===== config.mk =====
export PLATFORM = sky130hd
export DESIGN_NAME = serial_device_end_flat
export DESIGN_NICKNAME = d
export VERILOG_FILES = /design/src/serial_port_pkg.sv /design/src/serial_link_if.sv /design/src/byte_fifo.sv /design/src/serial_device_end.sv /design/src/flat_wrapper.sv
export VERILOG_INCLUDE_DIRS = /design/src /design/src/src
export SDC_FILE = /design/constraint.sdc
export NUM_CORES = 1
export LEC_CHECK = 0
export CAP_MARGIN = 15
export CELL_PAD_IN_SITES_DETAIL_PLACEMENT = 2
export CELL_PAD_IN_SITES_GLOBAL_PLACEMENT = 2
export CORE_MARGIN = 2
export CORE_UTILIZATION = 45
export DETAILED_ROUTE_END_ITERATION = 16
export DONT_BUFFER_PORTS = 1
export GPL_ROUTABILITY_DRIVEN = 1
export MAX_ROUTING_LAYER = met4
export PLACE_DENSITY_LB_ADDON = 0.2
export SETUP_SLACK_MARGIN = 0.5
export SYNTH_ARGS = -nofsm -noshare
export SYNTH_HDL_FRONTEND = slang
export SYNTH_SLANG_ARGS = --single-unit

===== constraint.sdc =====
create_clock -name mclk_i -period 4.25 [get_ports mclk_i]
set_clock_uncertainty 0.1 [all_clocks]
set_input_delay 0.85 -clock mclk_i [delete_from_list [all_inputs] [get_ports mclk_i]]
set_output_delay 0.85 -clock mclk_i [all_outputs]
set_load 0.05 [all_outputs]

===== src/serial_port_defines.svh =====
`ifndef SERIAL_PORT_DEFINES_SVH
`define SERIAL_PORT_DEFINES_SVH
// ----------------------------------------
// clock
// ----------------------------------------
`define CLK_HZ           20000000
`define CLK_PERIOD_NS    50
// ----------------------------------------
// baud table, index is the baud_select code
// ----------------------------------------
`define BAUD_0           115200
`define BAUD_1           57600
`define BAUD_2           38400
`define BAUD_3           19200
`define BAUD_4           14400
`define BAUD_5           9600
`define BAUD_6           7200
`define BAUD_AUTO_SEL    3'h7
`define BAUD_DEFAULT     `BAUD_5
`define BIT_CYC_0        (`CLK_HZ / `BAUD_0)
`define BIT_CYC_1        (`CLK_HZ / `BAUD_1)
`define BIT_CYC_2        (`CLK_HZ / `BAUD_2)
`define BIT_CYC_3        (`CLK_HZ / `BAUD_3)
`define BIT_CYC_4        (`CLK_HZ / `BAUD_4)
`define BIT_CYC_5        (`CLK_HZ / `BAUD_5)
`define BIT_CYC_6        (`CLK_HZ / `BAUD_6)
`define BIT_CYC_DEFAULT  (`CLK_HZ / `BAUD_DEFAULT)
// shortest low pulse accepted as one bit by the detector
`define AUTO_MIN_CYC     (`BIT_CYC_0 / 2)
// ----------------------------------------
// framing and buffer
// ----------------------------------------
`define DATA_W           8
`define FIFO_DEPTH       32
`define FRAME_BITS       10
// ----------------------------------------
// timing
// ----------------------------------------
`define ACK_NS           2000
`define ACK_CYC          ((`ACK_NS + `CLK_PERIOD_NS - 1) / `CLK_PERIOD_NS)
`define WAKE_MIN_NS      10000
`define WAKE_MIN_CYC     ((`WAKE_MIN_NS + `CLK_PERIOD_NS - 1) / `CLK_PERIOD_NS)
`define RESET_HOLD_MS    1
`define PINS_VALID_MS    2
`define STANDBY_N_HIGH_MS     500
`endif


===== src/serial_port_pkg.sv =====
`include "serial_port_defines.svh"
package serial_port_pkg;
  typedef enum logic [3:0] {
    RX_IDLE  = 4'h1,
    RX_START = 4'h2,
    RX_DATA  = 4'h4,
    RX_STOP  = 4'h8
  } rx_state_t;
  typedef enum logic [1:0] {
    TX_IDLE = 2'h1,
    TX_SEND = 2'h2
  } tx_state_t;
  typedef enum logic [2:0] {
    PWR_ACTIVE  = 3'h1,
    PWR_STANDBY = 3'h2,
    PWR_SLEEP   = 3'h4
  } pwr_state_t;
  function automatic logic [15:0] bit_cycles(input logic [2:0] sel);
    case (sel)
      3'h0:    return 16'(`BIT_CYC_0);
      3'h1:    return 16'(`BIT_CYC_1);
      3'h2:    return 16'(`BIT_CYC_2);
      3'h3:    return 16'(`BIT_CYC_3);
      3'h4:    return 16'(`BIT_CYC_4);
      3'h5:    return 16'(`BIT_CYC_5);
      3'h6:    return 16'(`BIT_CYC_6);
      default: return 16'(`BIT_CYC_DEFAULT);
    endcase
  endfunction
endpackage


===== src/serial_link_if.sv =====
`timescale 1ns/1ps
interface serial_link_if;
  logic       rxd;
  logic       txd;
  logic       cts_n;
  logic       baud_detect_in;
  logic [2:0] baud_select;
  logic       standby_n;
  logic [4:0] channel_pair_select;
  logic       analog_clear_n;
  // detect input strapped to the receive line, the usual board wiring
  assign baud_detect_in = rxd;
  modport dev (
    input  rxd,
    input  baud_detect_in,
    input  baud_select,
    input  standby_n,
    input  channel_pair_select,
    input  analog_clear_n,
    output txd,
    output cts_n
  );
  modport host (
    output rxd,
    output baud_select,
    output standby_n,
    output channel_pair_select,
    output analog_clear_n,
    input  txd,
    input  cts_n
  );
endinterface


===== src/byte_fifo.sv =====
`timescale 1ns/1ps
module byte_fifo #(
  parameter int W = 8,
  parameter int D = 32
) (
  input  wire logic         mclk_i,
  input  wire logic         resetn_i,
  input  wire logic         flush_i,
  input  wire logic         in_valid_i,
  output logic              in_ready_o,
  input  wire logic [W-1:0] in_data_i,
  output logic              out_valid_o,
  input  wire logic         out_ready_i,
  output logic [W-1:0]      out_data_o
);
  localparam int AW = $clog2(D);
  logic [W-1:0] mem_r [D];
  logic [AW-1:0] wr_r;
  logic [AW-1:0] rd_r;
  logic [AW:0]   cnt_r;
  logic          push;
  logic          pop;

  assign in_ready_o  = (cnt_r != (AW+1)'(D));
  assign out_valid_o = (cnt_r != '0);
  assign out_data_o  = mem_r[rd_r];
  assign push        = in_valid_i & in_ready_o;
  assign pop         = out_valid_o & out_ready_i;

  always_ff @(posedge mclk_i) begin
    if (push) begin
      mem_r[wr_r] <= in_data_i;
    end
  end

  always_ff @(posedge mclk_i or negedge resetn_i) begin
    if (!resetn_i) begin
      wr_r  <= '0;
      rd_r  <= '0;
      cnt_r <= '0;
    end else if (flush_i) begin
      wr_r  <= '0;
      rd_r  <= '0;
      cnt_r <= '0;
    end else begin
      if (push) begin
        wr_r <= (wr_r == AW'(D-1)) ? '0 : wr_r + 1'b1;
      end
      if (pop) begin
        rd_r <= (rd_r == AW'(D-1)) ? '0 : rd_r + 1'b1;
      end
      cnt_r <= cnt_r + (AW+1)'(push) - (AW+1)'(pop);
    end
  end
endmodule


===== src/serial_device_end.sv =====
`timescale 1ns/1ps
`include "serial_port_defines.svh"
module serial_device_end (
  input  wire logic                 mclk_i,
  input  wire logic                 resetn_i,
  serial_link_if.dev                link,
  input  wire logic                 sleep_i,
  output logic                      rx_valid_o,
  input  wire logic                 rx_ready_i,
  output logic [`DATA_W-1:0]        rx_data_o,
  input  wire logic                 tx_valid_i,
  output logic                      tx_ready_o,
  input  wire logic [`DATA_W-1:0]   tx_data_i,
  output logic                      ready_n_o,
  output logic                      standby_o
);
  // ----------------------------------------
  // pin synchronisers
  // ----------------------------------------
  logic [1:0] rxd_q;
  logic [1:0] bd_q;
  logic [1:0] stb_q;
  logic [2:0] sel_q0;
  logic [2:0] sel_q1;
  logic       bd_d;
  logic       rxd_s;
  logic       bd_s;
  logic       stb_s;

  assign rxd_s = rxd_q[1];
  assign bd_s  = bd_q[1];
  assign stb_s = stb_q[1];

  always_ff @(posedge mclk_i or negedge resetn_i) begin
    if (!resetn_i) begin
      rxd_q  <= 2'h3;
      bd_q   <= 2'h3;
      stb_q  <= 2'h3;
      sel_q0 <= 3'h7;
      sel_q1 <= 3'h7;
      bd_d   <= 1'h1;
    end else begin
      rxd_q  <= {rxd_q[0], link.rxd};
      bd_q   <= {bd_q[0], link.baud_detect_in};
      stb_q  <= {stb_q[0], link.standby_n};
      sel_q0 <= link.baud_select;
      sel_q1 <= sel_q0;
      bd_d   <= bd_s;
    end
  end

  // ----------------------------------------
  // standby and sleep
  // ----------------------------------------
  serial_port_pkg::pwr_state_t pwr_r;
  logic [15:0]                 wake_r;
  logic                        halted;

  assign halted    = (pwr_r != serial_port_pkg::PWR_ACTIVE);
  assign standby_o = halted;

  always_ff @(posedge mclk_i or negedge resetn_i) begin
    if (!resetn_i) begin
      pwr_r  <= serial_port_pkg::PWR_ACTIVE;
      wake_r <= '0;
    end else begin
      unique case (pwr_r)
        serial_port_pkg::PWR_ACTIVE: begin
          wake_r <= '0;
          if (!stb_s) begin
            pwr_r <= serial_port_pkg::PWR_STANDBY;
          end else if (sleep_i) begin
            pwr_r <= serial_port_pkg::PWR_SLEEP;
          end
        end
        serial_port_pkg::PWR_STANDBY: begin
          if (stb_s) begin
            pwr_r <= serial_port_pkg::PWR_ACTIVE;
          end
        end
        serial_port_pkg::PWR_SLEEP: begin
          // a short glitch must not wake, so the low time is measured first
          if (!stb_s) begin
            if (wake_r != 16'(`WAKE_MIN_CYC)) begin
              wake_r <= wake_r + 16'h1;
            end
          end else if (wake_r == 16'(`WAKE_MIN_CYC)) begin
            pwr_r <= serial_port_pkg::PWR_ACTIVE;
          end else begin
            wake_r <= '0;
          end
        end
      endcase
    end
  end

  // ----------------------------------------
  // baud rate selection and detection
  // ----------------------------------------
  logic        auto_mode;
  logic [15:0] low_r;
  logic [15:0] det_r;
  logic [15:0] bit_cyc;

  assign auto_mode = (sel_q1 == `BAUD_AUTO_SEL);
  assign bit_cyc   = auto_mode ? det_r : serial_port_pkg::bit_cycles(sel_q1);

  // keeps the shortest low pulse below the 9600-baud start value, which is one bit time once
  // a character with an isolated zero bit has gone by at 9600 baud or faster
  always_ff @(posedge mclk_i or negedge resetn_i) begin
    if (!resetn_i) begin
      low_r <= '0;
      det_r <= 16'(`BIT_CYC_DEFAULT);
    end else if (halted || !auto_mode) begin
      low_r <= '0;
      det_r <= 16'(`BIT_CYC_DEFAULT);
    end else begin
      if (!bd_s) begin
        low_r <= (low_r == 16'hffff) ? low_r : low_r + 16'h1;
      end else begin
        low_r <= '0;
      end
      if (bd_s && !bd_d && low_r >= 16'(`AUTO_MIN_CYC) && low_r < det_r) begin
        det_r <= low_r;
      end
    end
  end

  // ----------------------------------------
  // receiver
  // ----------------------------------------
  serial_port_pkg::rx_state_t rx_r;
  logic [15:0]                rcnt_r;
  logic [2:0]                 rbit_r;
  logic [`DATA_W-1:0]         rsh_r;
  logic                       rpush_r;
  logic                       fifo_in_ready;
  logic [7:0]                 ack_r;

  always_ff @(posedge mclk_i or negedge resetn_i) begin
    if (!resetn_i) begin
      rx_r    <= serial_port_pkg::RX_IDLE;
      rcnt_r  <= '0;
      rbit_r  <= '0;
      rsh_r   <= '0;
      rpush_r <= 1'h0;
    end else if (halted) begin
      rx_r    <= serial_port_pkg::RX_IDLE;
      rpush_r <= 1'h0;
    end else begin
      rpush_r <= 1'h0;
      if (rcnt_r != '0) begin
        rcnt_r <= rcnt_r - 16'h1;
      end
      unique case (rx_r)
        serial_port_pkg::RX_IDLE: begin
          if (!rxd_s) begin
            rx_r   <= serial_port_pkg::RX_START;
            rcnt_r <= {1'b0, bit_cyc[15:1]};
          end
        end
        serial_port_pkg::RX_START: begin
          if (rcnt_r == '0) begin
            rx_r   <= rxd_s ? serial_port_pkg::RX_IDLE : serial_port_pkg::RX_DATA;
            rcnt_r <= bit_cyc - 16'h1;
            rbit_r <= '0;
          end
        end
        serial_port_pkg::RX_DATA: begin
          if (rcnt_r == '0) begin
            rsh_r  <= {rxd_s, rsh_r[`DATA_W-1:1]};
            rbit_r <= rbit_r + 3'h1;
            rcnt_r <= bit_cyc - 16'h1;
            if (rbit_r == 3'h7) begin
              rx_r <= serial_port_pkg::RX_STOP;
            end
          end
        end
        serial_port_pkg::RX_STOP: begin
          if (rcnt_r == '0) begin
            rpush_r <= rxd_s;
            rx_r    <= serial_port_pkg::RX_IDLE;
          end
        end
      endcase
    end
  end

  // a byte sent against a high clear-to-send is dropped when full
  byte_fifo #(
    .W (`DATA_W),
    .D (`FIFO_DEPTH)
  ) u_rx_fifo (
    .mclk_i      (mclk_i),
    .resetn_i    (resetn_i),
    .flush_i     (halted),
    .in_valid_i  (rpush_r),
    .in_ready_o  (fifo_in_ready),
    .in_data_i   (rsh_r),
    .out_valid_o (rx_valid_o),
    .out_ready_i (rx_ready_i),
    .out_data_o  (rx_data_o)
  );

  always_ff @(posedge mclk_i or negedge resetn_i) begin
    if (!resetn_i) begin
      ack_r <= '0;
    end else if (rpush_r && !halted) begin
      ack_r <= 8'(`ACK_CYC);
    end else if (ack_r != '0) begin
      ack_r <= ack_r - 8'h1;
    end
  end

  assign link.cts_n = halted | (ack_r != '0) | !fifo_in_ready;
  assign ready_n_o  = halted | (ack_r != '0) | !fifo_in_ready;

  // ----------------------------------------
  // transmitter
  // ----------------------------------------
  serial_port_pkg::tx_state_t tx_r;
  logic [15:0]                tcnt_r;
  logic [3:0]                 tbit_r;
  logic [`FRAME_BITS-1:0]     tsh_r;
  logic                       txd_r;

  assign tx_ready_o = (tx_r == serial_port_pkg::TX_IDLE) & !halted;
  assign link.txd   = txd_r;

  always_ff @(posedge mclk_i or negedge resetn_i) begin
    if (!resetn_i) begin
      tx_r   <= serial_port_pkg::TX_IDLE;
      tcnt_r <= '0;
      tbit_r <= '0;
      tsh_r  <= '1;
      txd_r  <= 1'h1;
    end else if (halted) begin
      tx_r  <= serial_port_pkg::TX_IDLE;
      txd_r <= 1'h1;
    end else begin
      unique case (tx_r)
        serial_port_pkg::TX_IDLE: begin
          if (tx_valid_i) begin
            tsh_r  <= {1'b1, tx_data_i, 1'b0};
            txd_r  <= 1'h0;
            tcnt_r <= bit_cyc - 16'h1;
            tbit_r <= '0;
            tx_r   <= serial_port_pkg::TX_SEND;
          end
        end
        serial_port_pkg::TX_SEND: begin
          if (tcnt_r != '0) begin
            tcnt_r <= tcnt_r - 16'h1;
          end else if (tbit_r == 4'(`FRAME_BITS - 1)) begin
            tx_r  <= serial_port_pkg::TX_IDLE;
            txd_r <= 1'h1;
          end else begin
            tsh_r  <= {1'b1, tsh_r[`FRAME_BITS-1:1]};
            txd_r  <= tsh_r[1];
            tbit_r <= tbit_r + 4'h1;
            tcnt_r <= bit_cyc - 16'h1;
          end
        end
      endcase
    end
  end
endmodule


===== src/flat_wrapper.sv =====
// flat-port wrapper written by rule: the top's interface ports become plain ports
module serial_device_end_flat 
  (mclk_i, resetn_i, sleep_i, rx_valid_o, rx_ready_i, rx_data_o, tx_valid_i, tx_ready_o, tx_data_i, ready_n_o, standby_o, link_rxd, link_baud_select, link_standby_n, link_channel_pair_select, link_analog_clear_n, link_txd, link_cts_n);
  serial_link_if link_i ();
  input  wire logic mclk_i;
  input  wire logic resetn_i;
  input  wire logic sleep_i;
  output logic rx_valid_o;
  input  wire logic rx_ready_i;
  output logic [`DATA_W-1:0] rx_data_o;
  input  wire logic tx_valid_i;
  output logic tx_ready_o;
  input  wire logic [`DATA_W-1:0] tx_data_i;
  output logic ready_n_o;
  output logic standby_o;
  input wire logic [$bits(link_i.rxd)-1:0] link_rxd;
  input wire logic [$bits(link_i.baud_select)-1:0] link_baud_select;
  input wire logic [$bits(link_i.standby_n)-1:0] link_standby_n;
  input wire logic [$bits(link_i.channel_pair_select)-1:0] link_channel_pair_select;
  input wire logic [$bits(link_i.analog_clear_n)-1:0] link_analog_clear_n;
  output wire logic [$bits(link_i.txd)-1:0] link_txd;
  output wire logic [$bits(link_i.cts_n)-1:0] link_cts_n;
  assign link_i.rxd = link_rxd;
  assign link_i.baud_select = link_baud_select;
  assign link_i.standby_n = link_standby_n;
  assign link_i.channel_pair_select = link_channel_pair_select;
  assign link_i.analog_clear_n = link_analog_clear_n;
  assign link_txd = link_i.txd;
  assign link_cts_n = link_i.cts_n;
  serial_device_end u_core (.mclk_i(mclk_i), .resetn_i(resetn_i), .link(link_i), .sleep_i(sleep_i), .rx_valid_o(rx_valid_o), .rx_ready_i(rx_ready_i), .rx_data_o(rx_data_o), .tx_valid_i(tx_valid_i), .tx_ready_o(tx_ready_o), .tx_data_i(tx_data_i), .ready_n_o(ready_n_o), .standby_o(standby_o));
endmodule

### Word-level counts from Yosys, hierarchy flattened

Memory sizes are Yosys's and may differ from the RTL's.
Cells that the tools add are included.

* flip-flop bits (word level): 153
* bits in writable memories: 256
* bits of input ports: 24
* logic and storage cells: 189
* memories: 1

* add/sub/neg operators: 12
* order comparisons: 2
* equal/unequal tests: 45
* mux-type cells: 68
* bitwise logic cells: 6
* reductions and logical operators: 31

Memories
* u_core.u_rx_fifo.mem_r: depth 32, bits a word 8, rd ports 1, clocked after memory_dff 0, write ports 1, RTL line byte_fifo.sv:17 `logic [W-1:0] mem_r [D];`

Operators with widths (number)
* $mux 16: 15
* $pmux 16 s2: 3
* $pmux 12 s6: 1
* $sub 16x1->16 const B: 3
* $mux 4: 9
* $add 16x1->16 const B: 2
* $reduce_bool 16->1: 2
* $mux 10: 3
* $mux 5: 6
* $mux 3: 8
* $ne 3x1->1 const B: 8
* $pmux 10 s2: 1
* $eq 16x16->1 const B: 1
* $eq 16x8->1 const B: 1
* $ge 16x7->1 const B: 1
* $logic_not 16->1: 1
* $lt 16x16->1: 1
* $mux 8: 2
* $ne 16x8->1 const B: 1
* $pmux 4 s4: 1
* $eq 3x3->1 const B: 5
* $reduce_and 3->1: 4
* $reduce_and 4->1: 3
* $reduce_bool 2->1: 6
* 40 further kinds: 76

### Longest topological paths before layout

* depth after elaboration: 7
* mapped depth: 16

### Cells and area by module

From an unflattened synthesis, not the netlist that was laid out.

* cell total of the unflattened synthesis: 1579
* area, all modules: 19190.9 um^2

Modules (own cells, without submodules)
* byte_fifo: instances 1, cells each 636, area each 11064.4 um^2, seq. area each 8087.8 um^2
* serial_device_end: instances 1, cells each 943, area each 8126.5 um^2, seq. area each 3414.5 um^2

### Worst setup path before layout

OpenSTA, ideal clock, no wires.

* path kind: reg-to-output
* from: register u_core.ack_r[0]
* to: output ready_n_o
* data arrival time: 2554 ps
* slack: 746 ps
* stages on the path, launching flop included: 8
* cell sequence: dfrtp_1 > inv_1 > ha_1 > or3b_1 > or3_1 > nor3_2 > nand3_1 > buf_4

* longest elaborated chain between the ends: 3

Ends and longest elaborated chain
* start: declaration: RTL line serial_device_end.sv:138 `logic [7:0] ack_r;`
* start signal: assignment: RTL line serial_device_end.sv:209 `` ack_r <= 8'(`ACK_CYC); ``
* start signal: assignment: RTL line serial_device_end.sv:211 `ack_r <= ack_r - 8'h1;`
* $reduce_bool 8->1
* $or 1x1->1 (2 in series)
* end: declaration: RTL line flat_wrapper.sv:14 `output logic ready_n_o;`

No other way between the ends.

### Worst setup path after layout

* from: register u_core.u_rx_fifo.rd_r[0]
* to: output rx_data_o[3]

* longest elaborated chain between the ends: 1

Ends and longest elaborated chain
* start: declaration: RTL line byte_fifo.sv:19 `logic [AW-1:0] rd_r;`
* start signal: assignment: RTL line byte_fifo.sv:50 `rd_r <= (rd_r == AW'(D-1)) ? '0 : rd_r + 1'b1;`
* $mem_v2 32x8
* end: declaration: RTL line flat_wrapper.sv:10 `` output logic [`DATA_W-1:0] rx_data_o; ``

No other way between the ends.

==> impl_metrics.json <==
{
  "fin_ws_ps": 481.6,
  "final_cells": 2114,
  "avgViaCountPerCell": 6.341,
  "placed_area_um2": 19630,
  "hold_viol": 0,
  "syn_nets": 1585,
  "max_cap_viol_count": 0,
  "port_buffers": 0,
  "place_inst": 2008,
  "ys_types": 89,
  "status": "finished clean",
  "core-area_um2": 41760,
  "cts-root-buf": "clkbuf_16",
  "p_sw_frac": 0.2711,
  "initial_core_util": 0.4547,
  "final-max-slew-violation-count": 0,
  "ant_nets": 0,
  "seq_area_frac_synth": 0.6031,
  "start_kind": "register",
  "netSwitchingPower_mw": 2.576,
  "clk_latency_ps": 590,
  "n_antenna_cell": 0,
  "grt_pass1_vias": 14500,
  "synth-edff-count": 256,
  "grt_pass1_wl_mm": 93.52,
  "die_area_um2": 43850,
  "drive_gt1_frac": 0.1562,
  "worstPathRequired_ps": 3300,
  "grt_overflow": 0,
  "setup_viol": 0,
  "firstDrtPassIters": 5,
  "synth_cells": 1515,
  "synth_top_area_cell": "edfxtp_1",
  "antenna_found_initial": 2,
  "synthTopCellsByArea": "edfxtp_1 40%, dfrtp_1 16%, mux4_2 4.7%",
  "syn_area_per_cell_um2": 12.53,
  "ys_ff_latch": 405,
  "p_int_mw": 6.928,
  "yosysMostFrequentCell": "edfxtp_1",
  "path_max_fanout": 8,
  "pre_cts_ws_ps": 522.2,
  "power_mw": 9.504,
  "grt_use_total": 0.2927,
  "power.leakage_nw": 7.135,
  "ir_drop_uv": 313.8,
  "clkPwrFrac": 0.425,
  "gp_congestion": 0.8088,
  "cts_num_sinks": 405,
  "async_reset_ff_frac": 0.3679,
  "hold_ws_ps": 33.86,
  "seqPwrFrac": 0.480,
  "yosys_warnings": 0,
  "clkSlewWorstSetupHoldPaths_ps": 60,
  "cts_buffers": 46,
  "syn_to_final_growth_pct": 14.38,
  "fin_nets": 1609,
  "num_rows": 75,
  "cts_buffer_depth": 3,
  "post-route-util": 0.5200,
  "wl_per_cell_um": 30.67,
  "post-route-period-util": 0.8867,
  "dp_hpwl_mm": 37.75,
  "relSlewSlack": 0.1937,
  "syn-cell-area_um2": 18990,
  "vias": 13410,
  "fp.dieH_um": 209.4,
  "path_class": "reg2out",
  "worst_setup_path_end_kind": "output pin",
  "cp.arrival_ps": 2820,
  "fmax_mhz": 265.4,
  "cts-htree-levels": 2,
  "power.density_nw_per_um2": 437.7,
  "drt_iter0_drc": 1054,
  "fin_tns_setup_ps": 0,
  "synthTopCellsByCount": "256 x edfxtp_1, 128 x nand2_1, 122 x dfrtp_1, 122 x nor2_1, 70 x mux2i_1",
  "tightest_slew_ps": 1205,
  "ys.flop_type": "edfxtp_1",
  "netlist.area_leader.share": 0.4049,
  "die-width_um": 209.4,
  "stdcell_area_um2": 21720,
  "hold_path.class": "in2async",
  "drc": 0,
  "wl_mm": 64.83,
  "grt_max_degree": 123,
  "rsz0062_at_grt": "yes",
  "cts_tree": "yes",
  "layout_min_cycle_time_ps": 3768,
  "ioPinCount": 38,
  "p_comb_frac": 0.094
}
==> worst max-delay path, stage by stage (launching register included) <==
cell	delay (ps)
dfrtp_4	500
buf_12	150
buf_12	140
mux4_2	560
mux2i_1	240
nand2_1	130
o311ai_2	130
o21ai_1	160
buf_6	210
==> layout by cell type, fill, tap and decap left out, types with 13 or more instances in the layout <==
cell       instances
ha_1              45
nand4_1           17
o21ai_0           34
nor2b_1           15
mux2i_1           69
and3_1            15
o221ai_1          20
a31oi_1           18
dfstp_2           27
o21ai_1           55
mux4_2            40
clkbuf_1          14
nand2_1          125
nor2_1           120
buf_4             26
nor4_1            15
a21oi_1           54
xor2_1            16
o221ai_2          13
inv_1             50
nor3_1            33
nand3_1           46
dfrtp_1          117
xnor2_1           20
clkbuf_16         47
edfxtp_1         256
==> worst paths after layout <==
kind                       slack, ps                        end  depth (start not counted)                 startpoint
hold / removal                    30            u_core.tsh_r[1]                          0                   resetn_i
setup reg to reg                 700  u_core.u_rx_fifo.cnt_r[4]                         15  u_core.u_rx_fifo.cnt_r[2]
setup / recovery                 480               rx_data_o[3]                          8   u_core.u_rx_fifo.rd_r[0]
hold reg to reg                  260            u_core.stb_q[1]                          0            u_core.stb_q[0]
max in group asynchronous       2790           u_core.sel_q0[1]                          1                   resetn_i
min in group mclk_i              170            u_core.rxd_q[0]                          0                   link_rxd
==> registers in the layout, indices dropped and copies added (netlist names), 3 cells and up <==
signal,count
u_core.ack_r,8
u_core.det_r,16
u_core.low_r,16
u_core.pwr_r,3
u_core.rbit_r,3
u_core.rcnt_r,16
u_core.rsh_r,8
u_core.rx_r,4
u_core.sel_q0,3
u_core.sel_q1,3
u_core.tbit_r,4
u_core.tcnt_r,16
u_core.tsh_r,8
u_core.u_rx_fifo.cnt_r,6
u_core.u_rx_fifo.mem_r,256
u_core.u_rx_fifo.rd_r,5
u_core.u_rx_fifo.wr_r,5
u_core.wake_r,16
==> metal layers <==
layer | global-route usage | vias to the layer above | share of wire
met5 | - | - | 0
met4 | 0.09458 | 0 | 0.032
met3 | 0.03890 | 128 | 0.043
met2 | 0.5008 | 424 | 0.52
met1 | 0.3620 | 7037 | 0.40
li1 | - | 5816 | -
==> power by group through the flow <==
| stage | logic (mW) | registers [mW] | clock network, mW |
|---|---|---|---|
| floorplan | 0.633 | 4.57 | 0 |
| global placement | 0.803 | 4.62 | 0 |
| detailed placement | 0.849 | 4.63 | 0 |
| CTS | 0.904 | 4.56 | 4.04 |
| global route | 1.00 | 4.59 | 4.22 |
| finish | 0.896 | 4.57 | 4.04 |
==> logic make-up (layout without fill, tap and decap cells) <==
family | after synthesis | in the layout | synth area share
adder cells (fa/ha/maj) | 46 | 46 | 0.03071
multiplexers | 126 | 126 | 0.09384
AO/OA/AOI/OAI | 294 | 294 | 0.1029
XOR/XNOR | 36 | 36 | 0.01661
AND/OR/NAND/NOR | 477 | 477 | 0.1259
flip-flops | 405 | 405 | 0.6031
buffers and inverters | 131 | 191 | 0.02702
==> layout make-up <==
class                   instances  area (um2)
clock buffers                  67        1300
fillers                      3906       20040
multi-input cells             979        7237
repair buffers                 53       678.2
clock inverters                17       162.7
inverters                      54       202.7
flip-flops and latches        405       11460
well taps                     539       674.4
==> timing repair <==
action,CTS,global route
buffers inserted,4,7
gates cloned,0,1
hold buffers,4,0
pin swaps,3,3
hold endpoints to repair,122,0
gates resized for setup,37,18
endpoints found under the setup margin,12,12
Power figures use the tool's default switching activity.
